**config.mk**
```make
export PLATFORM = sky130hd
export DESIGN_NAME = capture_compare_timer
export DESIGN_NICKNAME = d
export VERILOG_FILES = /design/src/include/timer_pkg.sv /design/src/logic/capture_compare_timer.sv
export VERILOG_INCLUDE_DIRS = /design/src /design/src/include
export SDC_FILE = /design/constraint.sdc
export NUM_CORES = 1
export LEC_CHECK = 0
export BUFFER_PORTS_ARGS = -buffer_cell sky130_fd_sc_hd__buf_2
export CAP_MARGIN = 20
export CELL_PAD_IN_SITES_DETAIL_PLACEMENT = 1
export CELL_PAD_IN_SITES_GLOBAL_PLACEMENT = 2
export CORE_ASPECT_RATIO = 1.4
export CORE_MARGIN = 2
export CORE_UTILIZATION = 40
export CTS_CLUSTER_SIZE = 16
export DETAILED_ROUTE_END_ITERATION = 6
export HOLD_SLACK_MARGIN = 0.05
export PLACE_DENSITY = 0.87
export SYNTH_ARGS = -nofsm -noshare
export SYNTH_HDL_FRONTEND = slang
export SYNTH_SLANG_ARGS = --single-unit
```
**constraint.sdc**
```tcl
create_clock -name pclk -period 5.8 [get_ports pclk]
set_input_delay 0.29 -clock pclk [delete_from_list [all_inputs] [get_ports pclk]]
set_output_delay 0.29 -clock pclk [all_outputs]
set_load 0.005 [all_outputs]
```
**src/include/timer_defines.svh**
```systemverilog
`ifndef TIMER_DEFINES_SVH
`define TIMER_DEFINES_SVH
// register byte offsets
`define TMR_SC_OFS 8'h00
`define TMR_CNT_OFS 8'h04
`define TMR_MOD_OFS 8'h08
`define TMR_CH0SC_OFS 8'h0c
`define TMR_CH0VAL_OFS 8'h10
`define TMR_CH1SC_OFS 8'h14
`define TMR_CH1VAL_OFS 8'h18
// timer status/control fields
`define SC_FLAG_BIT 7
`define SC_IRQEN_BIT 6
`define SC_STOP_BIT 5
`define SC_RST_BIT 4
`define SC_PS_MSB 2
// channel status/control fields
`define CHSC_FLAG_BIT 7
`define CHSC_CTRL_MSB 6
// reset values
`define SC_STOP_RST 1'b1
`define MOD_RST 16'hffff
// encodings
`define PS_EXT_CLOCK 3'h7
`define ELS_OFF 2'h0
`define ELS_TOGGLE 2'h1
`define ELS_CLEAR 2'h2
`define ELS_SET 2'h3
`endif

```
**src/include/timer_pkg.sv**
```systemverilog
package timer_pkg;
  typedef enum logic [1:0] {MODE_IDLE, MODE_CAPTURE, MODE_UNBUF, MODE_BUF} chan_mode_e;
  // channel status/control, bits 6..0
  typedef struct packed {
    logic irq_en;
    logic buf_sel;
    logic unbuf_sel;
    logic [1:0] edge_level;
    logic tov;
    logic max_duty;
  } chan_ctrl_s;
  typedef struct packed {
    logic ovf_irq_en;
    logic stop;
    logic [2:0] prescale_select;
  } timer_ctrl_s;
endpackage

```
**src/logic/capture_compare_timer.sv**
```systemverilog
// Implementation choices: the placing of the registers and the APB slave port.
`timescale 1ns/1ps
`include "timer_defines.svh"

// How it works
// - counter ticks from a bus-clock prescaler tap or the external clock pin
// - select 0..6 divides by 1,2,4..64; select 7 uses the external clock pin
// - counter wraps to zero after equalling modulo and sets the overflow flag
// - counter reset bit clears counter and prescaler, self-clears, reads zero
// - capture edge on a pin copies the counter into that channel value
// - capture edge polarity is programmable per channel
// - capture and compare events set channel flags that raise an interrupt
// - compare match sets, clears or toggles the channel pin
// - unbuffered value writes take effect at once; passed values miss
// - channel 0 buffered select links both channels onto the channel 0 pin
// - linked: last-written value pair takes control at each overflow
// - linked: channel 1 control unused and its pin released
// - toggle-on-overflow toggles the pin at wrap, modulo sets the period
// - pulse width runs from overflow to the compare match
// - modulo 255 with select 0 gives a 256 bus clock period
// - mode 01 unbuffered, 10 buffered on channel 0; edge 10 clears, 11 sets on compare
// - buffered select wins over unbuffered select on channel 0
// - without toggle-on-overflow, redundant compares leave the pin alone
// - max duty bit forces a constant high output
module capture_compare_timer (
  input wire logic pclk, // bus clock, 125 MHz
  input wire logic presetn, // async reset, active low
  input wire logic ce, // clock enable, freezes all state when low
  input wire logic psel, // apb select
  input wire logic penable, // apb enable
  input wire logic pwrite, // apb direction
  input wire logic [7:0] paddr, // apb byte address
  input wire logic [31:0] pwdata, // apb write data
  output logic [31:0] prdata, // apb read data
  output logic pready, // apb ready
  output logic pslverr, // apb error on unmapped address
  input wire logic ext_timer_clock_pin, // external counter clock
  input wire logic channel0_pin_in, // channel 0 pin level
  output logic channel0_pin_out, // channel 0 pin drive value
  output logic channel0_pin_oe, // channel 0 pin drive enable
  input wire logic channel1_pin_in, // channel 1 pin level
  output logic channel1_pin_out, // channel 1 pin drive value
  output logic channel1_pin_oe, // channel 1 pin drive enable
  output logic overflow_irq, // overflow interrupt request
  output logic [1:0] channel_irq // channel interrupt requests
);
  // ****************************************
  // state and decode
  // ****************************************
  timer_pkg::timer_ctrl_s tctrl_reg;
  timer_pkg::chan_ctrl_s chan_ctrl_reg [2];
  timer_pkg::chan_mode_e mode [2];
  logic [15:0] count_reg, count_next, modulo_reg;
  logic [15:0] value_reg [2];
  logic [15:0] act_val [2];
  logic [5:0] pre_reg, pre_mask;
  logic ovf_flag_reg, ovf_arm_reg, act_sel_reg, pend_sel_reg, pready_reg;
  logic [1:0] ch_flag_reg, ch_arm_reg, pin_out_reg, pin_in, pin_level, pin_prev;
  logic [1:0] cap_evt, cmp_evt, out_mode, drive;
  logic [2:0] ext_sync_reg;
  logic ext_level_reg, ext_prev_reg, ext_rise;
  logic [2:0] pin_sync_reg [2];
  logic [31:0] prdata_reg;
  logic pslverr_reg, wr_done, rd_done, cnt_rst, tick_src, tick, ovf_evt, linked;

  function automatic logic is_mapped(input logic [7:0] a);
    return a == `TMR_SC_OFS || a == `TMR_CNT_OFS || a == `TMR_MOD_OFS || a == `TMR_CH0SC_OFS ||
           a == `TMR_CH0VAL_OFS || a == `TMR_CH1SC_OFS || a == `TMR_CH1VAL_OFS;
  endfunction

  function automatic timer_pkg::chan_mode_e chan_mode(input timer_pkg::chan_ctrl_s c, input logic ch1,
                                                      input logic lnk);
    if (ch1 && lnk) return timer_pkg::MODE_IDLE;
    else if (!ch1 && c.buf_sel) return timer_pkg::MODE_BUF;
    else if (c.unbuf_sel || c.buf_sel) return timer_pkg::MODE_UNBUF;
    else return timer_pkg::MODE_CAPTURE;
  endfunction

  function automatic logic [31:0] read_word(input logic [7:0] a);
    case (a)
      `TMR_SC_OFS: return {24'h0, ovf_flag_reg, tctrl_reg.ovf_irq_en, tctrl_reg.stop, 2'h0,
                           tctrl_reg.prescale_select};
      `TMR_CNT_OFS: return {16'h0, count_reg};
      `TMR_MOD_OFS: return {16'h0, modulo_reg};
      `TMR_CH0SC_OFS: return {24'h0, ch_flag_reg[0], chan_ctrl_reg[0]};
      `TMR_CH0VAL_OFS: return {16'h0, value_reg[0]};
      `TMR_CH1SC_OFS: return {24'h0, ch_flag_reg[1], chan_ctrl_reg[1]};
      `TMR_CH1VAL_OFS: return {16'h0, value_reg[1]};
      default: return 32'h0;
    endcase
  endfunction

  // ****************************************
  // apb slave, one wait state
  // ****************************************
  assign wr_done = psel && penable && pready_reg && pwrite && is_mapped(paddr);
  assign rd_done = psel && penable && pready_reg && !pwrite;
  assign cnt_rst = wr_done && paddr == `TMR_SC_OFS && pwdata[`SC_RST_BIT];
  assign pready = pready_reg;
  assign prdata = prdata_reg;
  assign pslverr = pslverr_reg;

  // ready, read data and error captured in the first access cycle
  always_ff @(posedge pclk or negedge presetn) begin
    if (!presetn) begin
      pready_reg <= 1'b0;
      prdata_reg <= 32'h0;
      pslverr_reg <= 1'b0;
    end else if (ce) begin
      pready_reg <= psel && penable && !pready_reg;
      if (psel && penable && !pready_reg) begin
        prdata_reg <= pwrite ? 32'h0 : read_word(paddr);
        pslverr_reg <= !is_mapped(paddr);
      end
    end
  end

  // control registers
  always_ff @(posedge pclk or negedge presetn) begin
    if (!presetn) begin
      tctrl_reg <= '{ovf_irq_en: 1'b0, stop: `SC_STOP_RST, prescale_select: 3'h0};
      modulo_reg <= `MOD_RST;
      chan_ctrl_reg[0] <= '0;
      chan_ctrl_reg[1] <= '0;
    end else if (ce && wr_done) begin
      if (paddr == `TMR_SC_OFS)
        tctrl_reg <= {pwdata[`SC_IRQEN_BIT], pwdata[`SC_STOP_BIT], pwdata[`SC_PS_MSB:0]};
      if (paddr == `TMR_MOD_OFS) modulo_reg <= pwdata[15:0];
      if (paddr == `TMR_CH0SC_OFS) chan_ctrl_reg[0] <= pwdata[`CHSC_CTRL_MSB:0];
      if (paddr == `TMR_CH1SC_OFS) chan_ctrl_reg[1] <= pwdata[`CHSC_CTRL_MSB:0];
    end
  end

  // ****************************************
  // pin synchronisers
  // ****************************************
  assign pin_in = {channel1_pin_in, channel0_pin_in};

  // external clock, level accepted once stages two and three agree
  always_ff @(posedge pclk or negedge presetn) begin
    if (!presetn) begin
      ext_sync_reg <= 3'h0;
      ext_level_reg <= 1'b0;
      ext_prev_reg <= 1'b0;
    end else if (ce) begin
      ext_sync_reg <= {ext_sync_reg[1:0], ext_timer_clock_pin};
      if (ext_sync_reg[1] == ext_sync_reg[2]) ext_level_reg <= ext_sync_reg[2];
      ext_prev_reg <= ext_level_reg;
    end
  end
  assign ext_rise = ext_level_reg && !ext_prev_reg;

  genvar g;
  generate
    for (g = 0; g < 2; g++) begin : g_pin
      // channel pin sampled the same way as the clock pin
      always_ff @(posedge pclk or negedge presetn) begin
        if (!presetn) begin
          pin_sync_reg[g] <= 3'h0;
          pin_level[g] <= 1'b0;
          pin_prev[g] <= 1'b0;
        end else if (ce) begin
          pin_sync_reg[g] <= {pin_sync_reg[g][1:0], pin_in[g]};
          if (pin_sync_reg[g][1] == pin_sync_reg[g][2]) pin_level[g] <= pin_sync_reg[g][2];
          pin_prev[g] <= pin_level[g];
        end
      end
    end
  endgenerate

  // ****************************************
  // prescaler and counter
  // ****************************************
  assign pre_mask = 6'((7'h1 << tctrl_reg.prescale_select) - 7'h1);
  assign tick_src = (tctrl_reg.prescale_select == `PS_EXT_CLOCK) ? ext_rise : ((pre_reg & pre_mask) == pre_mask);
  assign tick = tick_src && !tctrl_reg.stop && !cnt_rst;
  assign ovf_evt = tick && count_reg == modulo_reg;
  assign count_next = (count_reg == modulo_reg) ? 16'h0 : count_reg + 16'h1;

  // prescaler and counter, both cleared by the reset bit
  always_ff @(posedge pclk or negedge presetn) begin
    if (!presetn) begin
      pre_reg <= 6'h0;
      count_reg <= 16'h0;
    end else if (ce) begin
      if (cnt_rst) begin
        pre_reg <= 6'h0;
        count_reg <= 16'h0;
      end else begin
        if (!tctrl_reg.stop) pre_reg <= pre_reg + 6'h1;
        if (tick) count_reg <= count_next;
      end
    end
  end

  // overflow flag: read while set arms it, writing zero then clears; set wins
  always_ff @(posedge pclk or negedge presetn) begin
    if (!presetn) begin
      ovf_flag_reg <= 1'b0;
      ovf_arm_reg <= 1'b0;
    end else if (ce) begin
      if (ovf_evt) ovf_flag_reg <= 1'b1;
      else if (wr_done && paddr == `TMR_SC_OFS && ovf_arm_reg && !pwdata[`SC_FLAG_BIT]) ovf_flag_reg <= 1'b0;
      if (wr_done && paddr == `TMR_SC_OFS) ovf_arm_reg <= 1'b0;
      else if (rd_done && paddr == `TMR_SC_OFS && ovf_flag_reg) ovf_arm_reg <= 1'b1;
    end
  end

  // ****************************************
  // channels
  // ****************************************
  assign linked = chan_ctrl_reg[0].buf_sel;

  // link buffer select: last written pair takes over at overflow
  always_ff @(posedge pclk or negedge presetn) begin
    if (!presetn) begin
      act_sel_reg <= 1'b0;
      pend_sel_reg <= 1'b0;
    end else if (ce) begin
      if (!linked) begin
        act_sel_reg <= 1'b0;
        pend_sel_reg <= 1'b0;
      end else begin
        if (wr_done && paddr == `TMR_CH1VAL_OFS) pend_sel_reg <= 1'b1;
        else if (wr_done && paddr == `TMR_CH0VAL_OFS) pend_sel_reg <= 1'b0;
        if (ovf_evt) act_sel_reg <= pend_sel_reg;
      end
    end
  end

  // per channel decode, capture edges and compare matches
  always_comb begin
    for (int i = 0; i < 2; i++) begin
      mode[i] = chan_mode(chan_ctrl_reg[i], i == 1, linked);
      out_mode[i] = mode[i] == timer_pkg::MODE_UNBUF || mode[i] == timer_pkg::MODE_BUF;
      drive[i] = out_mode[i] && chan_ctrl_reg[i].edge_level != `ELS_OFF;
      act_val[i] = (i == 0 && mode[0] == timer_pkg::MODE_BUF && act_sel_reg) ? value_reg[1] : value_reg[i];
      cmp_evt[i] = out_mode[i] && tick && count_next == act_val[i];
      cap_evt[i] = mode[i] == timer_pkg::MODE_CAPTURE &&
                   ((chan_ctrl_reg[i].edge_level[0] && pin_level[i] && !pin_prev[i]) ||
                    (chan_ctrl_reg[i].edge_level[1] && !pin_level[i] && pin_prev[i]));
    end
  end

  generate
    for (g = 0; g < 2; g++) begin : g_chan
      // channel value: capture wins over a bus write in the same cycle
      always_ff @(posedge pclk or negedge presetn) begin
        if (!presetn) value_reg[g] <= 16'h0;
        else if (ce) begin
          if (cap_evt[g]) value_reg[g] <= count_reg;
          else if (wr_done && paddr == (g == 0 ? `TMR_CH0VAL_OFS : `TMR_CH1VAL_OFS)) value_reg[g] <= pwdata[15:0];
        end
      end

      // channel flag, cleared like the overflow flag; event wins
      always_ff @(posedge pclk or negedge presetn) begin
        if (!presetn) begin
          ch_flag_reg[g] <= 1'b0;
          ch_arm_reg[g] <= 1'b0;
        end else if (ce) begin
          if (cap_evt[g] || cmp_evt[g]) ch_flag_reg[g] <= 1'b1;
          else if (wr_done && paddr == (g == 0 ? `TMR_CH0SC_OFS : `TMR_CH1SC_OFS) && ch_arm_reg[g] &&
                   !pwdata[`CHSC_FLAG_BIT]) ch_flag_reg[g] <= 1'b0;
          if (wr_done && paddr == (g == 0 ? `TMR_CH0SC_OFS : `TMR_CH1SC_OFS)) ch_arm_reg[g] <= 1'b0;
          else if (rd_done && paddr == (g == 0 ? `TMR_CH0SC_OFS : `TMR_CH1SC_OFS) && ch_flag_reg[g])
            ch_arm_reg[g] <= 1'b1;
        end
      end

      // pin action: max duty, then compare, then toggle on overflow
      always_ff @(posedge pclk or negedge presetn) begin
        if (!presetn) pin_out_reg[g] <= 1'b0;
        else if (ce && out_mode[g]) begin
          if (chan_ctrl_reg[g].max_duty) pin_out_reg[g] <= 1'b1;
          else if (cmp_evt[g]) begin
            unique case (chan_ctrl_reg[g].edge_level)
              `ELS_TOGGLE: pin_out_reg[g] <= !pin_out_reg[g];
              `ELS_CLEAR: pin_out_reg[g] <= 1'b0;
              `ELS_SET: pin_out_reg[g] <= 1'b1;
              `ELS_OFF: pin_out_reg[g] <= pin_out_reg[g];
            endcase
          end else if (ovf_evt && chan_ctrl_reg[g].tov) pin_out_reg[g] <= !pin_out_reg[g];
        end
      end
    end
  endgenerate

  // ****************************************
  // outputs
  // ****************************************
  assign channel0_pin_out = pin_out_reg[0];
  assign channel1_pin_out = pin_out_reg[1];
  assign channel0_pin_oe = drive[0];
  assign channel1_pin_oe = drive[1];
  assign overflow_irq = ovf_flag_reg && tctrl_reg.ovf_irq_en;
  assign channel_irq = {ch_flag_reg[1] && chan_ctrl_reg[1].irq_en, ch_flag_reg[0] && chan_ctrl_reg[0].irq_en};
endmodule
```
# Word level (Yosys, flattened, before mapping)
# Cells that the tools add are included.
# totals
word_cells	238
out_inout_bits	41
regBits	148
inputBits	49
# classes
n_bitwise	1
reduce_logical	118
addsub	3
n_eq_ne	31
n_mux	42
shift	1
# op_table
operator	count
$mux 16	8
$pmux 16 s7	1
$logic_and 1x1->1	53
$eq 16x16->1	3
$reduce_and 2->1	20
$mux 32	1
$eq 8x5->1 const B	3
$mux 1	24
$reduce_bool 2->1	11
$add 16x1->16 const B	1
$eq 2x2->1 const B	8
$eq 8x4->1 const B	2
$logic_or 1x1->1	14
$logic_not 1->1	13
$mux 6	2
$eq 2x1->1 const B	4
$eq 8x3->1 const B	1
$logic_not 8->1	1
$mux 2	4
$add 6x1->6 const B	1
$and 6x6->6	1
$eq 6x6->1	1
$ne 3x3->1 const B	2
$pmux 1 s3	2
9 further kinds	15

# Longest topological paths before layout
# Gate-level depths: netlist (run 1).
# depth
ltp_word	17
ltp_mapped	11
mapped_depth_nobuf	9

# Worst setup path before layout (run 1)
# No wires, ideal clock.
# synth_path
path_kind	reg-to-reg
start	register count_reg[0]
end	register pin_out_reg[0] (netlist: channel0_pin_out)
synth_period_minus_slack_ns	2.534
path_stages_with_launch	11
t_arrival_ns	2.455
setup_time_ns	0.079
n_path_buf	1
required_time_ns	5.721
setup_slack_ns	3.266
cell_sequence	dfrtp_1 ha_1 and3_1 clkbuf_1 nand2_1 or3_1 a21oi_1 xor2_1 o221ai_1 and4b_1 mux2i_1
# synth_via
elab_chain_cells	6
elab_cells_between_ends	12
cone_classes	add/sub: 1; eq/ne: 3; mux: 3; reduce/logical: 5
# synth_lines
element	line	source
start: declaration	capture_compare_timer.sv:53	logic [15:0] count_reg, count_next, modulo_reg;
start signal: assignment	capture_compare_timer.sv:191	if (tick) count_reg <= count_next;
$add 16x1->16 or $eq 16x16->1 (tied branches)	capture_compare_timer.sv:178, capture_compare_timer.sv:177	
$mux 16	capture_compare_timer.sv:178	assign count_next = (count_reg == modulo_reg) ? 16'h0 : count_reg + 16'h1;
$eq 16x16->1	capture_compare_timer.sv:238	cmp_evt[i] = out_mode[i] && tick && count_next == act_val[i];
$logic_and 1x1->1	capture_compare_timer.sv:238	
$ne 3x3->1 (no source line) (tied with other cells)	--	
$reduce_and 3->1 (no source line) or $mux 1 (tied branches)	--	
end signal: indexed assignment	capture_compare_timer.sv:278	`ELS_TOGGLE: pin_out_reg[g] <= !pin_out_reg[g];
end signal: indexed assignment	capture_compare_timer.sv:281	`ELS_OFF: pin_out_reg[g] <= pin_out_reg[g];
end signal: indexed assignment	capture_compare_timer.sv:283	end else if (ovf_evt && chan_ctrl_reg[g].tov) pin_out_reg[g] <= !pin_out_reg[g];
end: declaration	capture_compare_timer.sv:58	logic [1:0] ch_flag_reg, ch_arm_reg, pin_out_reg, pin_in, pin_level, pin_prev;
# Several ways; a longest one is shown, not always the timed one.
# A chain may end at the register's enable or synchronous reset.

# Final worst setup path (run 1)
# Same ends and word-level chain as after synthesis.

==> out/metrics.yaml, run 1 <==
fin_crit_ns: 3.99
worstPathCellList: "xor2_1 -> nor4_1 -> and4_1 -> buf_4 -> nor2_1 -> mux2_2 -> a2111oi_0 -> and4b_1 -> mux2i_1"
dieWidth_microns: 124
grtUsageMet3: 0.0409
critPathRequiredTime_ns: 6.15
tns_ns: 0
maxSlewViolCount: 0
intPower_w: 0.00174
maxCapViolCount: 0
ios: 90
drc: 0
antenna_found_initial: 0
crit_slowest_cell: "dfrtp_1"
die_h_microns: 172
synth_edf_count: 0
fp-row-count: 61
ir_drop_v: 0.000205
clkLatencyLatePin_ns: 0.44
hold_violations: 0
grt_use_met2: 0.446
synth-xor-area-share: 0.0592
drive_gt1_frac: 0.218
die_area_sq_um: 21300
synth-compound-area-share: 0.160
yosysWarnings: 0
p_seq_frac: 0.436
fin_crit_sh: 0.688
grtUsageTotal: 0.249
grt_max_degree: 79
clk_path_buf_depth: 2
pwr-share-clk: 0.497
skew_ns: 0.00901
status: "finished, final reports clean"
diodes: 0
clock-root-buffer: "clkbuf_16"
initial_core_util: 0.406
min_path_type: "in2reg"
cts.reportedPaths.clkPinSlew_ns: 0.06
fp.coreArea_sq_um: 19800
num_vias: 6700
path_max_fanout: 15
ys.flop_type: "dfrtp_1"
tightestPinTransition_ns: 1.07
synthSimpleGateAreaFrac: 0.160
async_reset_ff_frac: 1.00
cts_setup_buffers: 0
syn_area_per_cell_sq_um: 9.66
ys_types: 79
layout.nets: 918
grt_pass1_vias: 7047
dpl_cell_area_sq_um: 8430
grt_pass1_wl_microns: 39600
rsz0062_at_grt: "false"
via_per_inst: 5.92
first_pass_iters: 5
synth.cell_area_sq_um: 8050
critPathLaunchType: "flop"
cts.sinks: 132
final_area_sq_um: 9100
fmax_ghz: 0.251
final_common_cell: "dfrtp_1"
max_stage_delay_ns: 0.81
wl_microns: 25700
fill_cells: 2282
switching_share: 0.254
cts_tree: "built"
cts-buffers-inserted: 17
finalPower_w: 0.00233
syn2layout_area_growth_pct: 13.0
overflow: 0
ctsHoldBuffers: 1
critPathKind: "reg2reg"
power.leakage_nw: 4.06
ys_seq_elements: 132
grt.busiest_layer: "met2"
synth_mux_area_frac: 0.151
p_sw_w: 0.000590
synth.yosys.seq_area_share: 0.413
synth_top_family_by_area: "compound AO/OA/AOI/OAI gates"
syn_inst: 834
wire_per_inst_microns: 22.7
dpl.hpwl_microns: 17700
io_buffers: 57
synth_adder_area_share: 0.00311
setup_violations: 0
max_slew_margin: 0.287
powerDensity_nw_per_um2: 256
gp_congestion: 0.844
power_frac_comb: 0.067
cts_max_level: 4
end_kind: "flop"
ant_nets: 0
arrival_ns: 4.34
final_cell_mix: "dfrtp_1 (115), nand2_1 (100), o21ai_0 (85)"
grtUsageMet1: 0.288
drtIter0Drc: 379
cts-resized-gates: 0
[path summary, 6_finish.rpt]
| path | start | endpoint | slack, ns | cells past startpoint |
|---|---|---|---|---|
| worst max-delay path | count_reg[0]$_DFFE_PN0P_ | channel0_pin_out$_DFFE_PN0P_ | 1.81 | 9 |
| worst min-delay path | channel1_pin_in | pin_sync_reg[0]$_DFFE_PN0P_ | 0.08 | 2 |
| worst max register to register | count_reg[0]$_DFFE_PN0P_ | channel0_pin_out$_DFFE_PN0P_ | 1.81 | 9 |
| worst min register to register | prdata[9]$_DFFE_PN0P_ | prdata[9]$_DFFE_PN0P_ | 0.47 | 1 |
| max in group asynchronous | presetn | modulo_reg[3]$_DFFE_PN1P_ | 4.35 | 4 |
| min in group asynchronous | presetn | count_reg[9]$_DFFE_PN0P_ | 0.36 | 2 |
[kinds of logic after synthesis]
family / Yosys count
XOR/XNOR: 52
other: 1
multiplexers: 115
buffers and inverters: 87
adder cells (fa/ha/maj): 2
AO/OA/AOI/OAI: 205
flip-flops: 132
AND/OR/NAND/NOR: 240
[cell usage after synthesis, drive strengths merged, types with 4 or more instances]
| master | count | area [sq um] |
|---|---|---|
| dfrtp | 115 | 2880 |
| nand2 | 102 | 388 |
| o21ai | 86 | 430 |
| mux2i | 64 | 641 |
| mux2 | 51 | 574 |
| buf | 39 | 248 |
| a21oi | 37 | 189 |
| nor2 | 33 | 131 |
| xor2 | 33 | 297 |
| clkbuf | 31 | 118 |
| nand3 | 21 | 135 |
| xnor2 | 18 | 158 |
| dfstp | 17 | 447 |
| inv | 17 | 63.8 |
| a21o | 12 | 90.1 |
| nor3 | 10 | 71.3 |
| nor4 | 10 | 62.6 |
| a222oi | 8 | 80.1 |
| a31oi | 8 | 50.1 |
| nand4 | 8 | 71.3 |
| and2 | 7 | 43.8 |
| o221ai | 7 | 61.3 |
| a22oi | 6 | 45.0 |
| and3 | 6 | 37.5 |
| nand4b | 5 | 43.8 |
| nor2b | 5 | 31.3 |
| o22ai | 5 | 31.3 |
| or2 | 5 | 31.3 |
| nand2b | 4 | 25.0 |
| o22a | 4 | 35.0 |
| or3 | 4 | 25.0 |
| or4 | 4 | 33.8 |
[layer usage]
layer,routed length (microns),share of wire
met2,13500,0.53
met3,655,0.026
met4,1090,0.042
met1,10400,0.40
met5,0,0
[power groups by stage]
stage	registers [W]	logic [W]	clock network, W
floorplan	0.00102	0.000102	0
global placement	0.00103	0.000149	0
CTS	0.00102	0.000155	0.00117
finish	0.00102	0.000156	0.00116
global route	0.00102	0.000179	0.00121
detailed placement	0.00103	0.000154	0
[critical path, delay by kind of cell (launching register included)]
| family | cells | cell delay [ns] |
|---|---|---|
| flops | 1 | 0.81 |
| buf+inv | 1 | 0.32 |
| xor+xnor | 1 | 0.13 |
| simple gates | 4 | 1.81 |
| mux | 2 | 0.50 |
| compound gates | 1 | 0.31 |
[layout make-up]
class | instances | area, sq um | area share
tap | 252 | 315 | 0.0346
inverter | 17 | 63.8 | 0.00701
timing repair buffer | 69 | 412 | 0.0452
clock buffer | 19 | 453 | 0.0498
clock inverter | 13 | 171 | 0.0188
sequential | 132 | 3320 | 0.365
multi-input combinational | 630 | 4360 | 0.479
[metrics by stage]
step	setup WS [ns]	instances	utilization	hold slack (ns)
6_report	1.81	1132	0.459	0.0830
5_1_grt	1.66	1132	0.459	0.0897
4_1_cts	1.84	1130	0.457	0.0743
3_5_place_dp	1.86	1097	0.425	0.281
3_3_place_gp	1.95	1097	0.425	0.287
2_1_floorplan	3.27	849	-	-0.00559
Note: power is estimated with default switching activity, not from simulation.
==> inputs of run 2 (changes only) <==
--- a/config.mk
+++ b/config.mk
@@ -12,11 +12,11 @@
 export CELL_PAD_IN_SITES_GLOBAL_PLACEMENT = 2
 export CORE_ASPECT_RATIO = 1.4
 export CORE_MARGIN = 2
-export CORE_UTILIZATION = 40
+export CORE_UTILIZATION = 38
 export CTS_CLUSTER_SIZE = 16
 export DETAILED_ROUTE_END_ITERATION = 6
 export HOLD_SLACK_MARGIN = 0.05
-export PLACE_DENSITY = 0.87
+export PLACE_DENSITY = 0.83
 export SYNTH_ARGS = -nofsm -noshare
 export SYNTH_HDL_FRONTEND = slang
 export SYNTH_SLANG_ARGS = --single-unit
==> constraint.sdc (replaced) <==
create_clock -name pclk -period 3.96 [get_ports pclk]
set_input_delay 0.198 -clock pclk [delete_from_list [all_inputs] [get_ports pclk]]
set_output_delay 0.198 -clock pclk [all_outputs]
set_load 0.005 [all_outputs]
==> run 2 against run 1 <==
- power up 46%
- via count up 2.4%
- critical path depth down 1
- utilization down 1.4 points
- count of clock-buffer cells in the layout unchanged
- clock skew up 0.0039 ns
==> out/metrics.yaml, run 2 (synthesis gave the netlist of run 1 again) <==
status: "finished, final reports clean"
num_vias: 6858
critPathRequiredTime_ns: 4.25
clk_path_buf_depth: 2
critPathKind: "reg2reg"
final_cell_mix: "dfrtp_1 (115), nand2_1 (100), o21ai_0 (85)"
end_kind: "flop"
fill_cells: 2438
cts.sinks: 132
cts.reportedPaths.clkPinSlew_ns: 0.06
grt_pass1_wl_microns: 41800
fin_crit_ns: 3.55
skew_ns: 0.0129
drc: 0
die_h_microns: 176
hold_violations: 0
power.leakage_nw: 4.19
arrival_ns: 3.84
layout.nets: 948
wl_microns: 26900
fmax_ghz: 0.282
io_buffers: 57
final_cells: 1171
via_per_inst: 5.86
clkLatencyLatePin_ns: 0.43
fp-row-count: 63
max_slew_margin: 0.365
antenna_found_initial: 0
cts_setup_buffers: 0
gp_congestion: 0.879
wire_per_inst_microns: 23.0
initial_core_util: 0.384
final_util: 0.445
ir_drop_v: 0.000319
grt_max_degree: 50
critPathLaunchType: "flop"
path_max_fanout: 11
holdPathStages: 2
timing.rr.start: "modulo_reg[4]$_DFFE_PN1P_"
timing.rr.end: "channel1_pin_out$_DFFE_PN0P_"
syn2layout_area_growth_pct: 15.8
ios: 90
cts_max_level: 4
grt_pass1_vias: 7252
cts_tree: "built"
ant_nets: 0
grtUsageTotal: 0.246
maxCapViolCount: 0
r2r_slack_ns: 0.41
dpl.hpwl_microns: 19100
clock-root-buffer: "clkbuf_16"
final_common_cell: "dfrtp_1"
ctsHoldBuffers: 7
die_area_sq_um: 22400
cts-resized-gates: 0
tightestPinTransition_ns: 0.953
maxSlewViolCount: 0
rsz0062_at_grt: "false"
min_path_type: "in2reg"
overflow: 0
crit_start: "modulo_reg[4]$_DFFE_PN1P_"
multi_input_area_sq_um: 4370
first_pass_iters: 5
setup_violations: 0
drive_gt1_frac: 0.237
dieWidth_microns: 127
crit_end: "channel1_pin_out$_DFFE_PN0P_"
seq_area_sq_um: 3320
fp.coreArea_sq_um: 21000
dp_cells: 1131
powerDensity_nw_per_um2: 363
cts-buffers-inserted: 17
fin_crit_sh: 0.896
drtIter0Drc: 417
tns_ns: 0
r2r_cells: 8
-- run 2: where the power goes --
| part | total (W) | internal, W | switching [W] |
|---|---|---|---|
| Sequential | 0.00149 | 0.00142 | 0.0000663 |
| Clock | 0.00167 | 0.00102 | 0.000651 |
| Combinational | 0.000235 | 0.0000970 | 0.000138 |
| Total | 0.00339 | 0.00253 | 0.000855 |
-- run 2: how the worst min path moves through the flow --
stage | startpoint | slack, ns | endpoint
3_5_place_dp | presetn | 0.19 | count_reg[9]$_DFFE_PN0P_
6_report | pwdata[12] | 0.05 | modulo_reg[12]$_DFFE_PN1P_
5_1_grt | pwdata[15] | 0.06 | modulo_reg[15]$_DFFE_PN1P_
3_3_place_gp | presetn | 0.18 | count_reg[10]$_DFFE_PN0P_
2_1_floorplan | presetn | -0.1 | act_sel_reg$_DFFE_PN0P_
4_1_cts | pwdata[10] | 0.05 | modulo_reg[10]$_DFFE_PN1P_
-- run 2: worst max-delay path, stage by stage (launching register included) --
cell and delay [ns]:
dfstp_2 0.57, xor2_1 0.10, nor4_1 0.61, and4_1 0.60
a21oi_1 0.07, o32a_1 0.34, a2111oi_1 0.46, o2111ai_1 0.43
mux2i_1 0.21
-- run 2: area by class of cell --
type	instances	share of cell area
Multi-Input combinational cell	630	0.468
Clock buffer	19	0.0475
Sequential cell	132	0.357
Timing Repair Buffer	99	0.0670
Tap cell	260	0.0349
Clock inverter	13	0.0185
Inverter	17	0.00684
Antenna cell	1	0.000268
-- run 2: metrics by stage --
stage	instance area, sq um	hold slack [ns]	total power (W)	worst slack [ns]
floorplan	8110	-0.0976	0.00164	1.43
global placement	8630	0.184	0.00173	0.611
detailed placement	8630	0.192	0.00174	0.477
CTS	9320	0.0540	0.00342	0.460
global route	9320	0.0585	0.00351	0.264
finish	9320	0.0546	0.00339	0.410
-- run 2: layer usage --
metal | track usage | wire length (microns)
met2 | 0.447 | 14300
met3 | 0.0385 | 845
met5 | 0 | 0
met1 | 0.281 | 10600
met4 | 0.119 | 1210
